$ cat config.mk
export PLATFORM = sky130hd
export DESIGN_NAME = adcs_top
export DESIGN_NICKNAME = d
export VERILOG_FILES = /design/src/verilog/adcs_top.v
export VERILOG_INCLUDE_DIRS = /design/src /design/src/verilog
export SDC_FILE = /design/constraint.sdc
export NUM_CORES = 1
export LEC_CHECK = 0
export BUFFER_PORTS_ARGS = -buffer_cell sky130_fd_sc_hd__buf_2
export CAP_MARGIN = 20
export CORE_ASPECT_RATIO = 1.5
export CORE_MARGIN = 2
export CORE_UTILIZATION = 50
export DETAILED_ROUTE_END_ITERATION = 6
export PLACE_DENSITY = 0.71
export SLEW_MARGIN = 10
export SYNTH_ARGS = -nofsm -noshare
export SYNTH_HDL_FRONTEND = slang
export SYNTH_SLANG_ARGS = --single-unit
$ cat constraint.sdc
create_clock -name clk_i -period 4.3 [get_ports clk_i]
set_clock_uncertainty 0.05 [all_clocks]
set_input_delay 0.645 -clock clk_i [delete_from_list [all_inputs] [get_ports clk_i]]
set_output_delay 0.645 -clock clk_i [all_outputs]
set_load 0.01 [all_outputs]
$ cat src/verilog/adcs_regs.vh
// How it works
// Control write with start bit one launches a sequence; zero does nothing.
// Trigger enable low: hardware trigger ignored, software start only.
// Trigger enable high: selected hardware trigger starts a sequence.
// Trigger select 110 picks the external trigger; other codes are reserved.
// Resolution bit zero gives 10-bit results, one gives 8-bit results.
// Converter clock is master clock divided by two times (prescaler plus one).
// Start-up wait lasts eight converter periods times (start-up field plus one).
// Sample-and-hold lasts sample-hold field plus one converter periods.
// Channel-enable write: each one bit enables its channel, zeros unchanged.
// Channel-disable write: each one bit disables its channel, zeros unchanged.
// Software must not disable or re-enable a channel during a conversion.
// Channel status bits read one for enabled channels, zero for disabled.
// Status bits 0-7 show channel enabled and its conversion complete.
// Status bits 8-15 flag per-channel overrun; status read clears them.
// Status bit 16 sets on any result, clears on latest-result read.
// Status bit 17 flags general overrun; status read clears it.
// Status bit 18 sets at receive count zero, clears on counter write.
// Status bit 19 reads one exactly when both DMA counters are zero.
// Latest-result bits 9-0 load at each conversion end and hold.
// Interrupt-enable register uses the status bit layout, one enable per flag.
// Sleep mode: power up on start, wait start-up, convert, power down.
// Triggers during a running sequence are ignored.
// Software start still works while a hardware trigger is selected.
// Soft-reset bit one returns the whole block to its reset state.
// Interrupt output is high while any enabled status flag is set.
// Done with result flag set gives general overrun; done with channel flag set gives channel overrun.
// A channel's done flag clears when its own result register is read.
`ifndef ADCS_REGS_VH
`define ADCS_REGS_VH
`define ADCS_OFF_CTRL 8'h00
`define ADCS_OFF_MODE 8'h04
`define ADCS_OFF_CHSET 8'h10
`define ADCS_OFF_CHCLR 8'h14
`define ADCS_OFF_CHSTAT 8'h18
`define ADCS_OFF_FLAGS 8'h1c
`define ADCS_OFF_LATEST 8'h20
`define ADCS_OFF_IRQSET 8'h24
`define ADCS_OFF_IRQCLR 8'h28
`define ADCS_OFF_IRQMASK 8'h2c
`define ADCS_OFF_CDR_BASE 8'h30
`define ADCS_OFF_CDR_LAST 8'h4c
`define ADCS_CTRL_SOFT_RESET 0
`define ADCS_CTRL_START 1
`define ADCS_MODE_HW_TRIG 0
`define ADCS_MODE_TRIG_SEL 3:1
`define ADCS_MODE_REDUCED 4
`define ADCS_MODE_SLEEP 5
`define ADCS_MODE_PRESC 13:8
`define ADCS_MODE_STARTUP 20:16
`define ADCS_MODE_SAMPLE_HOLD 27:24
`define ADCS_MODE_MASK 32'h0f1f3f3f
`define ADCS_TRG_EXTERNAL 3'h6
`define ADCS_FLAG_DONE 7:0
`define ADCS_FLAG_CH_OVERRUN 15:8
`define ADCS_FLAG_AVAIL 16
`define ADCS_FLAG_GLOBAL_OVERRUN 17
`define ADCS_FLAG_DMA_DONE 18
`define ADCS_FLAG_DMA_FULL 19
`define ADCS_FLAG_MASK 32'h000fffff
`define ADCS_DMA_DONE_RST 1'b1
`define ADCS_STARTUP_LOW 3'h7
`define ADCS_CH_NONE 4'h8
`define ADCS_CH_FIRST 4'h0
`define ADCS_CH_STEP 4'h1
`define ADCS_REDUCED_MASK 10'h0ff
`define ADCS_FULLRES_MASK 10'h3ff
`endif

$ cat src/verilog/adcs_top.v
// Local design decisions: the register addresses and the address-and-strobe port.
`timescale 1ns/100ps
`include "adcs_regs.vh"
module adcs_top (
  // Clock, reset, freeze
  input wire clk_i,
  input wire srst_i,
  input wire ce_i,
  // Register port
  input wire [7:0] addr_i,
  input wire [31:0] wdata_i,
  input wire wr_i,
  input wire rd_i,
  output reg [31:0] rdata_o,
  // Trigger
  input wire ext_trigger_i,
  // Analog cell
  output reg adc_clk_o,
  output reg power_on_o,
  output reg sampling_o,
  output reg conv_start_o,
  output reg [2:0] conv_channel_o,
  output reg conv_reduced_o,
  input wire conv_done_i,
  input wire [9:0] conv_data_i,
  // DMA channel
  input wire dma_count_reached_i,
  input wire dma_count_write_i,
  input wire dma_count_zero_i,
  input wire dma_next_count_zero_i,
  output reg dma_req_o,
  // Interrupt
  output wire irq_o
);
  localparam [4:0] ST_IDLE = 5'h01;
  localparam [4:0] ST_STARTUP = 5'h02;
  localparam [4:0] ST_SAMPLE = 5'h04;
  localparam [4:0] ST_CONVERT = 5'h08;

  reg soft_reset_r;
  reg [31:0] mode_r;
  reg [7:0] chen_r;
  reg [7:0] done_flag_r;
  reg [7:0] ch_overrun_r;
  reg avail_r;
  reg global_overrun_r;
  reg dma_done_r;
  reg [19:0] imr_r;
  reg [9:0] latest_r;
  reg [9:0] cdr_r [0:7];
  reg [4:0] state_r;
  reg [5:0] div_r;
  reg [8:0] wait_r;
  reg [3:0] cur_r;
  reg warm_r;
  reg trig_d_r;
  reg [4:0] state_nxt;
  reg [3:0] ch_nxt;
  reg [31:0] rd_nxt;
  integer i;

  wire rst = srst_i | soft_reset_r;
  wire wr_ctrl = wr_i && (addr_i == `ADCS_OFF_CTRL);
  wire rd_flags = rd_i && (addr_i == `ADCS_OFF_FLAGS);
  wire rd_latest = rd_i && (addr_i == `ADCS_OFF_LATEST);
  wire rd_cdr = rd_i && (addr_i >= `ADCS_OFF_CDR_BASE) && (addr_i <= `ADCS_OFF_CDR_LAST);
  wire [7:0] cdr_off = addr_i - `ADCS_OFF_CDR_BASE;
  wire [2:0] cdr_idx = cdr_off[4:2];
  wire [3:0] done_bit_idx = cur_r;

  // One converter period spans both halves of the divided clock
  wire tick = (div_r == mode_r[`ADCS_MODE_PRESC]) && adc_clk_o;
  wire trig_edge = ext_trigger_i && !trig_d_r;
  wire hw_start = mode_r[`ADCS_MODE_HW_TRIG] && (mode_r[`ADCS_MODE_TRIG_SEL] == `ADCS_TRG_EXTERNAL) && trig_edge;
  wire sw_start = wr_ctrl && wdata_i[`ADCS_CTRL_START];
  wire start_req = sw_start || hw_start;
  wire done = (state_r == ST_CONVERT) && conv_done_i;
  wire [9:0] res_mask = mode_r[`ADCS_MODE_REDUCED] ? `ADCS_REDUCED_MASK : `ADCS_FULLRES_MASK;
  wire [9:0] result = conv_data_i & res_mask;
  wire dma_full = dma_count_zero_i && dma_next_count_zero_i;
  wire [19:0] flags = {dma_full, dma_done_r, global_overrun_r, avail_r, ch_overrun_r, done_flag_r & chen_r};

  assign irq_o = |(flags & imr_r);

  function [3:0] next_ch;
    input [7:0] en;
    input [3:0] from;
    integer k;
    begin
      next_ch = `ADCS_CH_NONE;
      for (k = 7; k >= 0; k = k - 1)
      begin
        if (en[k] && (k >= from))
          next_ch = k[3:0];
      end
    end
  endfunction

  // Soft reset acts one cycle after the write and drops again on the next enabled cycle without such a write
  always @(posedge clk_i)
  begin
    if (srst_i)
      soft_reset_r <= 1'b0;
    else if (ce_i)
      soft_reset_r <= wr_ctrl && wdata_i[`ADCS_CTRL_SOFT_RESET];
  end

  always @*
  begin
    state_nxt = state_r;
    ch_nxt = next_ch(chen_r, cur_r + `ADCS_CH_STEP);
    case (state_r)
      ST_IDLE:
      begin
        // Starts while busy fall outside this state and are dropped
        if (start_req && (|chen_r))
          state_nxt = (mode_r[`ADCS_MODE_SLEEP] || !warm_r) ? ST_STARTUP : ST_SAMPLE;
      end
      ST_STARTUP:
      begin
        if (tick && (wait_r == {1'b0, mode_r[`ADCS_MODE_STARTUP], `ADCS_STARTUP_LOW}))
          state_nxt = ST_SAMPLE;
      end
      ST_SAMPLE:
      begin
        if (tick && (wait_r == {5'h00, mode_r[`ADCS_MODE_SAMPLE_HOLD]}))
          state_nxt = ST_CONVERT;
      end
      ST_CONVERT:
      begin
        if (conv_done_i)
          state_nxt = (ch_nxt == `ADCS_CH_NONE) ? ST_IDLE : ST_SAMPLE;
      end
      default:
        state_nxt = ST_IDLE;
    endcase
  end

  always @(posedge clk_i)
  begin
    if (rst)
    begin
      state_r <= ST_IDLE;
      div_r <= 6'h00;
      adc_clk_o <= 1'b0;
      wait_r <= 9'h000;
      cur_r <= `ADCS_CH_FIRST;
      warm_r <= 1'b0;
      trig_d_r <= 1'b0;
      power_on_o <= 1'b0;
      sampling_o <= 1'b0;
      conv_start_o <= 1'b0;
      conv_channel_o <= 3'h0;
      conv_reduced_o <= 1'b0;
      dma_req_o <= 1'b0;
    end
    else if (ce_i)
    begin
      trig_d_r <= ext_trigger_i;
      if (div_r == mode_r[`ADCS_MODE_PRESC])
      begin
        div_r <= 6'h00;
        adc_clk_o <= !adc_clk_o;
      end
      else
        div_r <= div_r + 6'h01;
      conv_start_o <= 1'b0;
      dma_req_o <= done;
      state_r <= state_nxt;
      if (state_r != state_nxt)
        wait_r <= 9'h000;
      else if (tick)
        wait_r <= wait_r + 9'h001;
      case (state_r)
        ST_IDLE:
        begin
          // Normal mode keeps the cell warm, sleep mode only powers it for a sequence
          power_on_o <= !mode_r[`ADCS_MODE_SLEEP] && warm_r;
          if (mode_r[`ADCS_MODE_SLEEP])
            warm_r <= 1'b0;
          if (state_nxt != ST_IDLE)
          begin
            power_on_o <= 1'b1;
            cur_r <= next_ch(chen_r, `ADCS_CH_FIRST);
          end
        end
        ST_STARTUP:
        begin
          if (state_nxt == ST_SAMPLE)
            warm_r <= 1'b1;
        end
        ST_SAMPLE:
        begin
          sampling_o <= 1'b1;
          conv_channel_o <= cur_r[2:0];
          if (state_nxt == ST_CONVERT)
          begin
            sampling_o <= 1'b0;
            conv_start_o <= 1'b1;
            conv_reduced_o <= mode_r[`ADCS_MODE_REDUCED];
          end
        end
        ST_CONVERT:
        begin
          if (conv_done_i && (ch_nxt != `ADCS_CH_NONE))
            cur_r <= ch_nxt;
          if (conv_done_i && (ch_nxt == `ADCS_CH_NONE) && mode_r[`ADCS_MODE_SLEEP])
            power_on_o <= 1'b0;
        end
        default:
          sampling_o <= 1'b0;
      endcase
    end
  end

  always @(posedge clk_i)
  begin
    if (rst)
    begin
      mode_r <= 32'h00000000;
      chen_r <= 8'h00;
      imr_r <= 20'h00000;
    end
    else if (ce_i && wr_i)
    begin
      if (addr_i == `ADCS_OFF_MODE)
        mode_r <= wdata_i & `ADCS_MODE_MASK;
      else if (addr_i == `ADCS_OFF_CHSET)
        chen_r <= chen_r | wdata_i[7:0];
      else if (addr_i == `ADCS_OFF_CHCLR)
        chen_r <= chen_r & ~wdata_i[7:0];
      else if (addr_i == `ADCS_OFF_IRQSET)
        imr_r <= imr_r | wdata_i[19:0];
      else if (addr_i == `ADCS_OFF_IRQCLR)
        imr_r <= imr_r & ~wdata_i[19:0];
    end
  end

  // Flags: in every case a hardware set in the same cycle as a clear wins
  always @(posedge clk_i)
  begin
    if (rst)
    begin
      done_flag_r <= 8'h00;
      ch_overrun_r <= 8'h00;
      avail_r <= 1'b0;
      global_overrun_r <= 1'b0;
      dma_done_r <= `ADCS_DMA_DONE_RST;
      latest_r <= 10'h000;
      for (i = 0; i < 8; i = i + 1)
        cdr_r[i] <= 10'h000;
    end
    else if (ce_i)
    begin
      for (i = 0; i < 8; i = i + 1)
      begin
        if (done && (done_bit_idx == i) && chen_r[i])
        begin
          done_flag_r[i] <= 1'b1;
          cdr_r[i] <= result;
          if (done_flag_r[i])
            ch_overrun_r[i] <= 1'b1;
          else if (rd_flags)
            ch_overrun_r[i] <= 1'b0;
        end
        else
        begin
          if (rd_cdr && (cdr_idx == i))
            done_flag_r[i] <= 1'b0;
          if (rd_flags)
            ch_overrun_r[i] <= 1'b0;
        end
      end
      if (done)
      begin
        latest_r <= result;
        avail_r <= 1'b1;
      end
      else if (rd_latest)
        avail_r <= 1'b0;
      if (done && avail_r)
        global_overrun_r <= 1'b1;
      else if (rd_flags)
        global_overrun_r <= 1'b0;
      if (dma_count_reached_i)
        dma_done_r <= 1'b1;
      else if (dma_count_write_i)
        dma_done_r <= 1'b0;
    end
  end

  always @*
  begin
    rd_nxt = 32'h00000000;
    if (addr_i == `ADCS_OFF_MODE)
      rd_nxt = mode_r;
    else if (addr_i == `ADCS_OFF_CHSTAT)
      rd_nxt = {24'h000000, chen_r};
    else if (addr_i == `ADCS_OFF_FLAGS)
      rd_nxt = {12'h000, flags};
    else if (addr_i == `ADCS_OFF_LATEST)
      rd_nxt = {22'h000000, latest_r};
    else if (addr_i == `ADCS_OFF_IRQMASK)
      rd_nxt = {12'h000, imr_r};
    else if (rd_cdr)
      rd_nxt = {22'h000000, cdr_r[cdr_idx]};
  end

  always @(posedge clk_i)
  begin
    if (rst)
      rdata_o <= 32'h00000000;
    else if (ce_i)
      rdata_o <= rd_i ? rd_nxt : 32'h00000000;
  end
endmodule

======== After elaboration in Yosys (flattened, before gate mapping) ========
Memories as Yosys holds them, arrays and structs flattened.
Index checks and enable logic that the tools add are counted.
storage, ports and cells
  register bits ........................... 146
  RAM bits ................................ 80
  bits of input ports ..................... 61
  output and inout port bits .............. 42
  memories kept ........................... 1
memory list
  name   depth  bits a word  read ports  clocked after memory_dff  wr ports  line           RTL
  cdr_r  8      10           1           0                         8         adcs_top.v:50  reg [9:0] cdr_r [0:7];
cells by class
  $add $sub $neg .......................... 4
  $lt $le $gt $ge ......................... 10
  eq/ne operators ......................... 42
  multiplexer cells ....................... 139
  bitwise gates (word level) .............. 22
  reductions and logical operators ........ 105
operators by type and width
  operator            count
  $mux 20             6
  $mux 10             10
  $mux 1              87
  $mux 4              18
  $logic_and 1x1->1   54
  $and 20x20->20      2
  $reduce_and 2->1    17
  $eq 8x5->1 const B  4
  $eq 8x6->1 const B  4
  $mux 32             1
  $reduce_bool 2->1   16
  $mux 28             1
  $mux 5              4
  $not 20->20         1
  $or 20x20->20       1
  $pmux 5 s4          1
  $reduce_or 20->1    1
  $mux 9              2
  $and 8x8->8         2
  $eq 4x3->1 const B  4
  $ge 3x4->1 const A  4
  $mux 8              2
  $eq 3x3->1 const B  5
  $and 10x10->10      1
  44 further kinds    74

======== Longest topological paths before layout ========
  word-level depth ........................ 18
  mapped depth ............................ 11

======== Worst setup path before layout ========
Ideal clock, no wire load.
  path type ............................... input to register
  from .................................... input port addr_i[4]
  to ...................................... register wait_r[5]
  library setup time ...................... 0.070 ns
  arrival time ............................ 2.781 ns
  slack ................................... 1.399 ns
  stages .................................. 9
  path buffers ............................ 1
  path through ............................ buf_2 > nor4_2 > nand4_2 > a2111oi_2 > a211oi_1 > a21oi_2 > o31ai_2 > or4_1 > a21boi_1
between the ends
  cells in the longest elaborated chain, start to end .. 10
  elaborated cells between the ends (all ways) .. 11
  classes of those cells .................. eq/ne: 1; mux: 3; reduce/logical: 7
ends and longest elaborated chain
  what                           line            RTL
  start, declared                adcs_top.v:10   input wire [7:0] addr_i,
  $logic_not 8->1 (no line) (*)  -
  $logic_and 1x1->1 (*)          adcs_top.v:63   wire wr_ctrl = wr_i && (addr_i == `ADCS_OFF_CTRL);
  $logic_and 1x1->1 (*)          adcs_top.v:75   wire sw_start = wr_ctrl && wdata_i[`ADCS_CTRL_START];
  $logic_or 1x1->1 (*)           adcs_top.v:76   wire start_req = sw_start || hw_start;
  $logic_and 1x1->1 (*)          adcs_top.v:116  if (start_req && (|chen_r))
  $mux 5 (*)                     adcs_top.v:116
  $pmux 5 s4 (*)                 adcs_top.v:112  case (state_r)
  $ne 5x5->1 (*)                 adcs_top.v:170  if (state_r != state_nxt)
  $reduce_bool 2->1 (no line)    -
  $reduce_and 2->1 (no line)     -
  end signal, assigned           adcs_top.v:173  wait_r <= wait_r + 9'h001;
  end, declared                  adcs_top.v:53   reg [8:0] wait_r;
Mark *: on every way between the ends. The rest lies on a longest branch, timed or not.
A chain may end at the register's enable or synchronous reset.

======== Worst setup path in the final report ========
  from .................................... register cur_r[1]
  to ...................................... register wait_r[6]
between the ends
  cells in the longest elaborated chain, start to end .. 18
  elaborated cells between the ends (all ways) .. 33
  classes of those cells .................. add/sub: 1; order compare: 8; eq/ne: 2; mux: 12; reduce/logical: 10
ends and longest elaborated chain
  what                         line            RTL
  start, declared              adcs_top.v:54   reg [3:0] cur_r;
  start signal, assigned       adcs_top.v:147  cur_r <= `ADCS_CH_FIRST;
  start signal, assigned       adcs_top.v:184  cur_r <= next_ch(chen_r, `ADCS_CH_FIRST);
  start signal, assigned       adcs_top.v:206  cur_r <= ch_nxt;
  $add 4x1->4 (no line) (*)    -
  $ge 3x4->1                   adcs_top.v:93   if (en[k] && (k >= from))
  $logic_and 1x1->1            adcs_top.v:93
  $mux 4 (7 in a row)          adcs_top.v:93
  $mux 4 (*)                   adcs_top.v:93
  $eq 4x4->1 (no line) (*)     -
  $mux 3 (*)                   adcs_top.v:132  state_nxt = (ch_nxt == `ADCS_CH_NONE) ? ST_IDLE : ST_SAMPLE;
  $mux 5 (*)                   adcs_top.v:131  if (conv_done_i)
  $pmux 5 s4 (*)               adcs_top.v:112
  $ne 5x5->1 (*)               adcs_top.v:170
  $reduce_bool 2->1 (no line)  -
  $reduce_and 2->1 (no line)   -
Marked as above.

==> impl_metrics.ini <==
[clock_network]
htreeDepth = 1
clk_latency_ns = 0.51
clk_pin_slew_ns = 0.06
holdBufCountCts = 0
cts_root_buf = clkbuf_16
cts.sinks = 219
cts-resized-gates = 0
postCtsSetupRepairBufs = 0
cts_tree = done
clockBufferDepth = 3
cts_made_buffers = 22

[sta]
hold_viol_final = 0
slew_viol_final = 0
finalSetupViolCount = 0
period_minus_slack_ns = 3.315
maxSlewHeadroom = 0.2811
fmax_ghz = 0.3017
min_period_over_period = 0.7709
tightest_slew_ns = 1.077
rsz0062_at_grt = no
setup_tns_ns = 0

[die]
start_util = 0.5120
die_area_um2 = 21440
rows = 63
fp.dieW_um = 120.2
die_y_um = 178.3
core_area_um2 = 19790
ioPinCount = 103

[synthesis]
synth_simple_gate_area_share = 0.2070
synth_compound_gate_area_share = 0.1503
synth_top_family_by_area = simple AND/OR/NAND/NOR gates
yosysWarnings = 0
ys.flop_type = dfxtp_1
ys_ff_latch = 219
synth_mux_area_frac = 0.06028
synth_edf_count = 80
synth.distinct_cells = 70
async_flop_share = 0
synthAdderAreaFrac = 0.009881
yosysSeqAreaShare = 0.5119
avgSynthCellArea_um2 = 9.379
synthesis.area_um2 = 10130
syn-instance-count = 1080
synth_xor_area_frac = 0.01989

[outcome]
outcome = completed

[power]
p_total_mw = 4.376
p_leak_nw = 4.326
power.density_nw_per_um2 = 379.9
irDropWorstVdd_v = 0.0002792

[finish]
multi_input_area_um2 = 4573
syn2layout_area_growth_pct = 13.71
final_nets = 1220
stdcell_count = 1428
layout.area.seq_um2 = 5185
drive_above_1_share = 0.1551
n_fill_cell = 1763

[worst_setup_path]
endpoint_kind = flip-flop
critPathLaunchType = flip-flop
crit_path_max_fanout = 14
critPathKind = reg2reg
crit_arrival_ns = 3.70
crit_required_ns = 4.69

[drt]
first_iter_violations = 792
ant_nets = 0
finalWirelength_mm = 28.47
dr.pass1.iters = 6
vias_per_cell = 6.030
wl_per_cell_um = 19.94
dr_total_vias = 8611
remaining_drc_errors = 0

[grt]
grt_max_degree = 51
use_met3 = 0.03389
grt_usage = 0.2649
grt_pass1_vias = 8298
use_met2 = 0.4761
grt_pass1_wl_mm = 44.30
overflow = 0
met1_usage = 0.3094
top_usage_layer = met2
antenna_found_initial = 1

[flow_run]
maxCapViolCount = 0

[placement]
dp_hpwl_mm = 20.10
gp_congestion = 0.9943
io_buffers = 88
placedCellCount = 1387

[min_path]
hold_path.class = in2reg
## synth_stat cells (all sizes together), types with 3 or more instances
library cell | instances | share of area
nand2 | 183 | 0.068
a211oi | 4 | 0.0030
a311oi | 3 | 0.0026
xnor2 | 8 | 0.0069
a221o | 5 | 0.0049
nand2b | 6 | 0.0037
a22oi | 9 | 0.0067
nor3b | 6 | 0.0049
inv | 24 | 0.0089
a21boi | 4 | 0.0030
and2 | 6 | 0.0037
ha | 8 | 0.0099
a22o | 10 | 0.0086
o31ai | 7 | 0.0057
or3 | 7 | 0.0043
a21oi | 97 | 0.048
o221ai | 5 | 0.0043
a31oi | 5 | 0.0031
o22ai | 4 | 0.0025
clkbuf | 53 | 0.020
nor2b | 8 | 0.0049
nand4 | 15 | 0.0099
nand3 | 55 | 0.027
dfxtp | 139 | 0.27
mux4 | 20 | 0.044
nor3 | 11 | 0.0054
nor4 | 10 | 0.0083
o21ai | 31 | 0.015
a32oi | 3 | 0.0026
xor2 | 15 | 0.013
o21a | 8 | 0.0059
a222oi | 14 | 0.014
mux2i | 16 | 0.016
a221oi | 7 | 0.0061
edfxtp | 80 | 0.24
nand3b | 6 | 0.0044
nor2 | 134 | 0.050
buf | 21 | 0.012
and3 | 6 | 0.0037
## final cells by class
class,count,area share
tap,260,0.02824
clock buffer,35,0.05540
inverter,24,0.007821
sequential,219,0.4501
antenna,1,0.0002173
clock inverter,5,0.005323
timing repair buffer,115,0.05583
multi-input combinational,769,0.3970
## worst max-delay path, cell delays in order, from the launching register on
cell	delay, ns
dfxtp_1	0.50
inv_1	0.15
ha_1	0.32
inv_1	0.04
o21ai_0	0.32
a41oi_1	0.24
o21bai_1	0.39
a21oi_2	0.11
o31ai_2	0.74
o21ai_0	0.20
a21boi_0	0.18
## where the power goes
| part | switching, mW | internal (mW) |
|---|---|---|
| Combinational | 0.193 | 0.0975 |
| Sequential | 0.0219 | 2.19 |
| Clock | 0.793 | 1.08 |
## routing by layer
layer  wire [um]  part of all wire
met1       10450              0.37
met2       14490              0.51
met3        2164             0.076
met4        1367             0.048
met5           0                 0
## through the flow
| step | util | area (um2) | worst slack (ns) | hold slack, ns |
|---|---|---|---|---|
| 2_1_floorplan | - | 10150 | 1.399 | 0.3864 |
| 3_3_place_gp | 0.5467 | 10820 | 0.9004 | 0.3784 |
| 3_5_place_dp | 0.5467 | 10820 | 0.8572 | 0.3837 |
| 4_1_cts | 0.5821 | 11520 | 1.049 | 0.2806 |
| 5_1_grt | 0.5822 | 11520 | 0.6964 | 0.2923 |
| 6_report | 0.5822 | 11520 | 0.9852 | 0.2861 |
## cells by family (layout without fill, tap and decap cells)
kind of cell / Yosys count / count (layout)
and+or+nand+nor: 464 / 464
DFF: 219 / 219
muxes: 36 / 36
xor gates and xnor gates: 23 / 23
other: 1 / 8
buffers and inverters: 98 / 179
AOI/OAI and AO/OA: 231 / 231
adders and majority gates: 8 / 8
## placed cells by master (no fill, tap or decap), drive strengths merged, types with 7 or more instances in the layout
cell	netlist	routed
a22o	10	10
nor2b	8	8
dfxtp	139	139
o21a	8	8
nand3	55	55
inv	24	24
a222oi	14	14
nand2	183	183
nor2	134	134
nand4	15	15
edfxtp	80	80
or3	7	7
o21ai	31	31
o31ai	7	7
xor2	15	15
xnor2	8	8
a22oi	9	9
mux4	20	20
ha	8	8
a21oi	97	97
nor3	11	11
mux2i	16	16
a221oi	7	7
clkbuf	53	35
buf	21	115
conb	1	7
nor4	10	10
## final timing paths
check | end | depth (start not counted) | slack [ns] | start
worst max register to register | wait_r[6] | 10 | 0.99 | cur_r[1]
worst min register to register | rdata_o[5] | 2 | 0.39 | rdata_o[5]
worst max-delay path | wait_r[6] | 10 | 0.99 | cur_r[1]
worst min-delay path | soft_reset_r | 2 | 0.29 | srst_i
Power figures use the tool's default switching activity.
